### config.mk
export PLATFORM = sky130hd
export DESIGN_NAME = tsic_ctrl
export DESIGN_NICKNAME = d
export VERILOG_FILES = /design/src/tsic_pkg.sv /design/src/tsic_ctrl.sv /design/src/tsic_stack_track.sv
export VERILOG_INCLUDE_DIRS = /design/src
export SDC_FILE = /design/constraint.sdc
export NUM_CORES = 1
export LEC_CHECK = 0
export ABC_AREA = 1
export BUFFER_PORTS_ARGS = -buffer_cell sky130_fd_sc_hd__buf_2
export CORE_MARGIN = 2
export CORE_UTILIZATION = 45
export DETAILED_ROUTE_END_ITERATION = 7
export PLACE_DENSITY = 0.82
export SETUP_SLACK_MARGIN = 0.02
export SLEW_MARGIN = 10
export SYNTH_ARGS = -nofsm -noshare
export SYNTH_HDL_FRONTEND = slang
export SYNTH_SLANG_ARGS = --single-unit
export TNS_END_PERCENT = 1
### constraint.sdc
create_clock -name ref_clk -period 3.17 [get_ports ref_clk]
set_clock_uncertainty 0.05 [all_clocks]
set_input_delay 0.1585 -clock ref_clk [delete_from_list [all_inputs] [get_ports ref_clk]]
set_output_delay 0.1585 -clock ref_clk [all_outputs]
set_load 0.005 [all_outputs]
### src/tsic_map.svh
`ifndef TSIC_MAP_SVH
`define TSIC_MAP_SVH
`define TSIC_INTC_ADDR 8'h0b
`define TSIC_BIT_MASTER 0
`define TSIC_BIT_EN_TB 1
`define TSIC_BIT_EN_TA 2
`define TSIC_BIT_EN_TBB 3
`define TSIC_BIT_FLAG_TB 4
`define TSIC_BIT_FLAG_TA 5
`define TSIC_BIT_FLAG_TBB 6
`define TSIC_CTRL_RESET 8'h00
`define TSIC_CTRL_WMASK 8'h7f
`define TSIC_VEC_TB 11'h004
`define TSIC_VEC_TA 11'h008
`define TSIC_VEC_TBB 11'h00c
`define TSIC_VEC_NONE 11'h000
`define TSIC_STACK_DEPTH 4
`endif

### src/tsic_pkg.sv
package tsic_pkg;
  typedef struct packed {
    logic timebase;
    logic timer_a;
    logic timer_b;
  } tsic_src_s;
  typedef struct packed {
    logic [7:0] addr;
    logic [7:0] wdata;
    logic wr;
  } tsic_reg_s;
endpackage

### src/tsic_ctrl.sv
`timescale 1ns/10ps
`include "tsic_map.svh"
module tsic_ctrl
  import tsic_pkg::*;
#(
  parameter int PC_W = 11,
  parameter int DEPTH = `TSIC_STACK_DEPTH
) (
  input wire logic ref_clk, // System clock, 250 MHz.
  input wire logic arst_n, // Asynchronous reset, active low.
  input wire logic instruction_phase_two, // One-cycle pulse at each phase-two edge.
  input wire tsic_src_s events, // One-cycle source events from same clock.
  input wire tsic_reg_s reg_req, // Data-memory write from the core.
  input wire logic [7:0] rd_addr, // Data-memory read address.
  output logic [7:0] rd_data, // Control register read value, zero elsewhere.
  input wire logic call_exec, // Core executes a call (pushes the stack).
  input wire logic subroutine_return_instr, // Core executes a plain return.
  input wire logic return_from_irq_instr, // Core executes an interrupt return.
  output logic irq_take, // Pulse: push the PC and branch to irq_vector.
  output logic [PC_W-1:0] irq_vector // Vector address, registered.
);
  logic [7:0] ctrl_r, ctrl_nxt;
  logic [PC_W-1:0] vec_r, vec_nxt;
  logic take_r, take_nxt;
  logic stack_full;
  logic any_ret;
  logic [2:0] pend;
  logic [2:0] flags;

  assign any_ret = subroutine_return_instr | return_from_irq_instr;

  ////////////////////////////////////////////////////////////////////////
  // Stack occupancy; pushes come from calls and from our own acknowledge.
  tsic_stack_track #(
    .DEPTH(DEPTH)
  ) u_stack (
    .ref_clk(ref_clk),
    .arst_n(arst_n),
    .push(call_exec | take_r),
    .pop(any_ret),
    .full(stack_full)
  );

  ////////////////////////////////////////////////////////////////////////
  // Pending view: flag and its enable; the master gate is applied below.
  assign flags = {ctrl_r[`TSIC_BIT_FLAG_TBB], ctrl_r[`TSIC_BIT_FLAG_TA],
                  ctrl_r[`TSIC_BIT_FLAG_TB]};
  assign pend[0] = flags[0] & ctrl_r[`TSIC_BIT_EN_TB];
  assign pend[1] = flags[1] & ctrl_r[`TSIC_BIT_EN_TA];
  assign pend[2] = flags[2] & ctrl_r[`TSIC_BIT_EN_TBB];

  // Next control word, arbitration and vector choice. Decisions are made
  // only on the phase-two pulse so that everything gathered since the
  // previous one is weighed together. The stack check waits for the
  // registered level, so a return's pop frees the slot only from the next cycle on.
  always_comb begin
    ctrl_nxt = ctrl_r;
    vec_nxt = vec_r;
    take_nxt = 1'b0;
    // Software write replaces the whole register; bit 7 stays zero.
    if (reg_req.wr && reg_req.addr == `TSIC_INTC_ADDR) begin
      ctrl_nxt = reg_req.wdata & `TSIC_CTRL_WMASK;
    end
    // Interrupt return reopens service; a plain return does not.
    if (return_from_irq_instr) begin
      ctrl_nxt[`TSIC_BIT_MASTER] = 1'b1;
    end
    // Service, in fixed priority, gated by master enable and stack room.
    if (instruction_phase_two && ctrl_r[`TSIC_BIT_MASTER] && !stack_full
        && !take_r) begin
      if (pend[0]) begin
        ctrl_nxt[`TSIC_BIT_FLAG_TB] = 1'b0;
        vec_nxt = `TSIC_VEC_TB;
        take_nxt = 1'b1;
      end else if (pend[1]) begin
        ctrl_nxt[`TSIC_BIT_FLAG_TA] = 1'b0;
        vec_nxt = `TSIC_VEC_TA;
        take_nxt = 1'b1;
      end else if (pend[2]) begin
        ctrl_nxt[`TSIC_BIT_FLAG_TBB] = 1'b0;
        vec_nxt = `TSIC_VEC_TBB;
        take_nxt = 1'b1;
      end
      if (take_nxt) begin
        ctrl_nxt[`TSIC_BIT_MASTER] = 1'b0;
      end
    end
    // Hardware events set flags last, so a set beats any clear.
    if (events.timebase) begin
      ctrl_nxt[`TSIC_BIT_FLAG_TB] = 1'b1;
    end
    if (events.timer_a) begin
      ctrl_nxt[`TSIC_BIT_FLAG_TA] = 1'b1;
    end
    if (events.timer_b) begin
      ctrl_nxt[`TSIC_BIT_FLAG_TBB] = 1'b1;
    end
  end

  ////////////////////////////////////////////////////////////////////////
  // State registers; all service state is disabled at reset.
  always_ff @(posedge ref_clk or negedge arst_n) begin
    if (!arst_n) begin
      ctrl_r <= `TSIC_CTRL_RESET;
      vec_r <= PC_W'(`TSIC_VEC_NONE);
      take_r <= 1'b0;
    end else begin
      ctrl_r <= ctrl_nxt;
      vec_r <= vec_nxt;
      take_r <= take_nxt;
    end
  end

  // The core saves only the PC on this pulse; nothing else is stacked.
  assign irq_take = take_r;
  assign irq_vector = vec_r;
  // Read port shows the live register, unused bit 7 reads zero.
  assign rd_data = (rd_addr == `TSIC_INTC_ADDR) ? ctrl_r : 8'h00;
endmodule

### src/tsic_stack_track.sv
`timescale 1ns/10ps
`include "tsic_map.svh"
// Tracks return-stack occupancy so the controller knows when the stack is full.
module tsic_stack_track #(
  parameter int DEPTH = `TSIC_STACK_DEPTH
) (
  input wire logic ref_clk, // System clock.
  input wire logic arst_n, // Asynchronous reset, active low.
  input wire logic push, // One push this cycle (call or acknowledge).
  input wire logic pop, // One return this cycle.
  output logic full // Stack holds DEPTH entries.
);
  logic [$clog2(DEPTH+1)-1:0] level_r, level_nxt;

  // A call on a full stack wraps and loses the oldest entry, so level saturates.
  always_comb begin
    level_nxt = level_r;
    if (push && !pop && level_r != DEPTH[$clog2(DEPTH+1)-1:0]) begin
      level_nxt = level_r + 1'b1;
    end else if (pop && !push && level_r != '0) begin
      level_nxt = level_r - 1'b1;
    end
  end

  // Level register.
  always_ff @(posedge ref_clk or negedge arst_n) begin
    if (!arst_n) begin
      level_r <= '0;
    end else begin
      level_r <= level_nxt;
    end
  end

  assign full = (level_r == DEPTH[$clog2(DEPTH+1)-1:0]);
endmodule
==> results of run 1 <==
## metal layers
layer / vias up / wire (um)
met1: 395 / 755
met5: - / 0
met3: 8 / 124
met2: 31 / 979
met4: 0 / 53
li1: 453 / -
## sequential cells by signal, summed over array words and instances (netlist names)
register,count
ctrl_r,7
u_stack.level_r,3
irq_vector,2
irq_take,1
## timing repair
action,4_1_cts,5_1_grt
setup buffers,0,0
endpoints found under the hold margin,13,0
hold buffers,1,0
## layout make-up
cell class              instances  share of cell area
inverters                      24              0.0765
well taps                      27              0.0287
clock buffers                   4              0.0223
repair buffers                 43               0.187
multi-input cells              85               0.409
flip-flops and latches         13               0.276
## stage by stage
step,hold WS (ns),util,cell area [sq um],power [mW]
global route,0.00477,0.600,1180,0.674
CTS,0.00720,0.600,1180,0.622
floorplan,-0.187,-,972,0.454
finish,0.0173,0.600,1180,0.615
global placement,0.00625,0.582,1140,0.505
detailed placement,0.00994,0.582,1140,0.522
## worst reg2reg max path, stage by stage (launching register included)
cell and delay [ns]:
dfrtp_1 0.44, inv_1 0.12, nand3_4 0.11, nand3_4 0.08, fa_1 0.40, inv_1 0.07, nand4_1 0.11, nand3_1 0.08
nand2_1 0.05
## cells in the final DEF (no fill, tap or decap)
cell,netlist,layout
fa_1,1,1
nand2_1,20,20
o21a_1,2,2
nor3b_4,1,1
buf_2,0,42
nor4b_2,1,1
xor2_2,1,1
nor2_2,3,3
nor3_1,1,1
nand3_4,2,2
a21oi_1,3,3
dlygate4sd3_1,0,1
inv_1,20,20
conb_1,1,10
nand4_1,2,2
nand3_2,2,2
o21ai_1,1,1
nor2_4,1,1
nand2_2,3,3
nor2_1,16,16
inv_2,4,4
nand3b_1,3,3
clkbuf_4,0,3
nand3_1,12,12
dfrtp_1,13,13
clkbuf_1,0,1
## path summary, 6_finish.rpt
| kind | to | slack, ns | cells after the start | start |
|---|---|---|---|---|
| worst max-delay path | u_stack.level_r[2] | 1.55 | 8 | u_stack.level_r[0] |
| worst min-delay path | ctrl_r[5] | 0.02 | 3 | events[1] |
| worst max register to register | u_stack.level_r[2] | 1.55 | 8 | u_stack.level_r[0] |
| worst min register to register | irq_vector[2] | 0.44 | 1 | irq_vector[2] |
| max in group asynchronous | ctrl_r[2] | 2.59 | 2 | arst_n |
| min in group asynchronous | irq_take | 0.25 | 2 | arst_n |
## cells by family after synthesis
family,synth area share
AND/OR/NAND/NOR,0.397
buffers and inverters,0.176
flip-flops,0.347
AO/OA/AOI/OAI,0.0373
XOR/XNOR,0.0173
adder cells (fa/ha/maj),0.0213
other,0.00400
## power by group
| group | internal, mW | leakage (nW) | total [mW] | switching [mW] |
|---|---|---|---|---|
| clock network | 0.0487 | 0.0150 | 0.0964 | 0.0477 |
| logic | 0.112 | 0.550 | 0.258 | 0.146 |
| registers | 0.216 | 0.136 | 0.261 | 0.0450 |
| total | 0.377 | 0.701 | 0.615 | 0.239 |
==> flow_summary.toml, run 1 <==
[outcome]
status = "complete, no violations"

[global_route]
grt_util_met3 = 0.0576
grt_max_degree = 14
grtUsageMet2 = 0.293
use_met1 = 0.202
grt_first_pass_wirelength_um = 3280
grt_most_used_layer = "met2"
overflow = 0
grt_pass1_vias = 827
antenna_found_initial = 0
grt_usage = 0.175

[clocking]
numCtsBuffers = 3
clock_latency_ns = 0.27
cts_resized = 0
h-tree-depth = 1
clk_pin_slew_ns = 0.07
cts_buffer_depth = 2
clock-sinks = 13
cts_root_buffer = "clkbuf_4"
tritoncts = "built"

[power_and_ir_drop]
vdd_ir_drop_max_v = 0.000475
leakagePower_nw = 0.701
power.density_mw_per_mm2 = 523

[synth]
synth-main-ff-cell = "dfrtp_1"
synth_area_sq_um = 938
synth_top_area_cell = "dfrtp_1"
postSynthAreaPerCell_sq_um = 7.63
synth_edf_count = 0
ys_seq_area_frac = 0.347
synth_cell_types = 23
netlist_top_cells_count = "inv_1 (20), nand2_1 (20), nor2_1 (16)"
yosys_warnings = 0
synth_area_leaders = "dfrtp_1 (35%), buf_4 (8.0%), inv_1 (8.0%)"
async_flop_share = 1.00
synth_top_area_frac = 0.347
ys_seq_elements = 13
synthCells = 123

[timing]
fin_crit_sh = 0.511
fmax_ghz = 0.617
setup_ws_ns = 1.55
finalHoldViolations = 0
rsz0062_at_grt = "false"
tns_ns = 0
finalCriticalPeriod_ns = 1.62
slew_violations = 0
setup_viol = 0

[run]
cap_violations = 0

[layout]
final_layout_size_suffix_gt1_frac = 0.373
num_antenna_cells = 0
final_cells = 196
multi_input_area_sq_um = 482
area_growth_pct = 25.5
fill_cells = 195
seqCellArea_sq_um = 325
nets = 205

[route]
post-route-drc-count = 0
routed_wl_um = 1910
drt-wirelength-per-cell_um = 9.76
dr.pass1.iters = 4
drt-initial-drc-count = 18
vias_per_cell = 4.53
antenna_left = 0
vias = 887

[worst_setup_path]
crit_type = "reg -> reg"
endpoint_kind = "flop"
crit_arrival_ns = 1.74
worst_ep_required_time_ns = 3.29
cp.buffers_inverters = 2
crit_chain = "inv_1, nand3_4, nand3_4, fa_1, inv_1, nand4_1, nand3_1, nand2_1"
critPathSlowestCell = "dfrtp_1"
worst-path-max-fanout = 6
path_delay_family = "flip-flops"
start_kind = "flop"
cp_slowest_stage_delay_ns = 0.44

[die]
core_sq_mm = 0.00196
dieWidth_um = 49.7
row_count = 16
die_h_um = 49.7
initial_utilization = 0.478
io_pins = 54
die-area_sq_mm = 0.00247

[placement]
dp.cells = 191
place_congestion = 0.798
port-buffer-count = 42
post-place-ws_ns = 1.55
place.detailed.hpwl_um = 1670

[hold_path]
hp-class = "in -> reg"
No activity file was read; power rests on OpenSTA's default activity.
==> run 2: changes to the inputs <==
--- a/config.mk
+++ b/config.mk
@@ -9,9 +9,9 @@
 export ABC_AREA = 1
 export BUFFER_PORTS_ARGS = -buffer_cell sky130_fd_sc_hd__buf_2
 export CORE_MARGIN = 2
-export CORE_UTILIZATION = 45
+export CORE_UTILIZATION = 39
 export DETAILED_ROUTE_END_ITERATION = 7
-export PLACE_DENSITY = 0.82
+export PLACE_DENSITY = 0.75
 export SETUP_SLACK_MARGIN = 0.02
 export SLEW_MARGIN = 10
 export SYNTH_ARGS = -nofsm -noshare
==> constraint.sdc (replaced) <==
create_clock -name ref_clk -period 1.4 [get_ports ref_clk]
set_clock_uncertainty 0.05 [all_clocks]
set_input_delay 0.07 -clock ref_clk [delete_from_list [all_inputs] [get_ports ref_clk]]
set_output_delay 0.07 -clock ref_clk [all_outputs]
set_load 0.005 [all_outputs]
==> flow_summary.toml, run 2 (synthesized netlist as in run 1, its figures left out) <==
[outcome]
status = "complete, but fails checks"
violations = "setup timing"

[worst_setup_path]
endpoint_kind = "flop"
worst_ep_required_time_ns = 1.53
critPathSlowestCell = "dfrtp_2"
worst-path-max-fanout = 3
cp_slowest_stage_delay_ns = 0.41
cp.buffers_inverters = 2
path_delay_family = "flip-flops"
crit_chain = "inv_2, nand3_4, nand3_4, fa_2, inv_2, nand4_1, nand3_1, nand2_1"
start_kind = "flop"
crit_arrival_ns = 1.57
crit_type = "reg -> reg"

[placement]
dp.cells = 197
port-buffer-count = 42
place_congestion = 0.862
place.detailed.hpwl_um = 1730
post-place-ws_ns = -0.0229

[layout]
area_growth_pct = 35.1
top_register = "ctrl_r"
num_antenna_cells = 0
final_cell_mix = "buf_2 (42), nand2_1 (20), inv_1 (17), nor2_1 (16)"
final_layout_size_suffix_gt1_frac = 0.413
mostFrequentLayoutCell = "buf_2"
final_cells = 207
nets = 215
largest_reg_flops = 7

[timing]
rsz0062_at_grt = "true"
fmax_ghz = 0.694
slew_violations = 0
finalCriticalPeriod_ns = 1.44
tns_ns = -0.0415
setup_viol = 1
fin_crit_sh = 1.03
finalHoldViolations = 0
setup_ws_ns = -0.0415

[clocking]
tritoncts = "built"
cts_buffer_depth = 2
numCtsBuffers = 3
cts_root_buffer = "clkbuf_4"
clk_pin_slew_ns = 0.08
clock_latency_ns = 0.28
clock-sinks = 13
h-tree-depth = 1

[hold_path]
hp-class = "in -> reg"

[route]
dr.pass1.iters = 4
vias_per_cell = 4.49
antenna_left = 0
drt-wirelength-per-cell_um = 10.4
post-route-drc-count = 0
routed_wl_um = 2160
vias = 929
drt-initial-drc-count = 23

[power_and_ir_drop]
leakagePower_nw = 0.742
vdd_ir_drop_max_v = 0.000965
power.density_mw_per_mm2 = 1230

[die]
io_pins = 54
die-area_sq_mm = 0.00281
die_h_um = 53.1
row_count = 17
dieWidth_um = 53.1
core_sq_mm = 0.00223
initial_utilization = 0.420

[global_route]
grt_max_degree = 14
grt_first_pass_wirelength_um = 3620
grt_usage = 0.180
grt_pass1_vias = 875
antenna_found_initial = 0
overflow = 0

[run]
cap_violations = 0
-- run 2: changes by cell type in the layout (fill, tap and decap cells not counted), sizes merged --
cell,delta
dlygate4sd3,+4
buf,+6
-- run 2: timing repair --
item,in CTS,in global routing
buffers inserted,1,0
pin swaps,1,2
setup endpoints to repair,2,2
hold buffers,5,0
hold endpoints to repair,17,0
resized for setup,0,1
-- run 2: routing by layer --
metal,part of all wire,track usage,wire length [um],vias up
li1,-,-,-,471
met1,0.40,0.195,855,425
met4,0.025,0.0983,53,0
met2,0.53,0.331,1140,27
met5,0,0,0,-
met3,0.048,0.0282,103,6
-- run 2: area by class of cell --
class                      instances  area (sq um)
sequential                        13           327
inverter                          24          90.1
timing repair buffer              53           305
clock buffer                       4          26.3
multi-input combinational         85           484
fill                             221           966
tap                               28          35.0
-- run 2: worst reg2reg max path, cell delays in order, from the launching register on --
cell	delay (ns)
dfrtp_2	0.41
inv_2	0.06
nand3_4	0.07
nand3_4	0.08
fa_2	0.36
inv_2	0.06
nand4_1	0.11
nand3_1	0.10
nand2_1	0.05
-- run 2: where the power goes --
group | internal (mW) | switching, mW
sequential | 0.492 | 0.0860
clock | 0.111 | 0.128
combinational | 0.354 | 0.387
-- run 2: worst paths after layout --
path	from	endpoint	slack, ns	cells after the start
min in group asynchronous	arst_n	u_stack.level_r[1]	0.14	2
hold reg to reg	irq_vector[3]	irq_vector[3]	0.45	1
setup reg to reg	u_stack.level_r[0]	u_stack.level_r[2]	-0.04	8
setup / recovery	u_stack.level_r[0]	u_stack.level_r[2]	-0.04	8
max in group asynchronous	arst_n	u_stack.level_r[0]	0.92	2
hold / removal	reg_req[2]	ctrl_r[1]	0.008	3
-- run 2: metrics by stage --
stage	util	hold WS, ns	total power [mW]	cell area, sq um
global placement	0.530	-0.0805	1.25	1180
floorplan	-	-0.276	1.04	976
CTS	0.568	0.00740	1.55	1270
detailed placement	0.530	-0.0761	1.28	1180
finish	0.568	0.00793	1.56	1270
global route	0.568	0.0106	1.69	1270
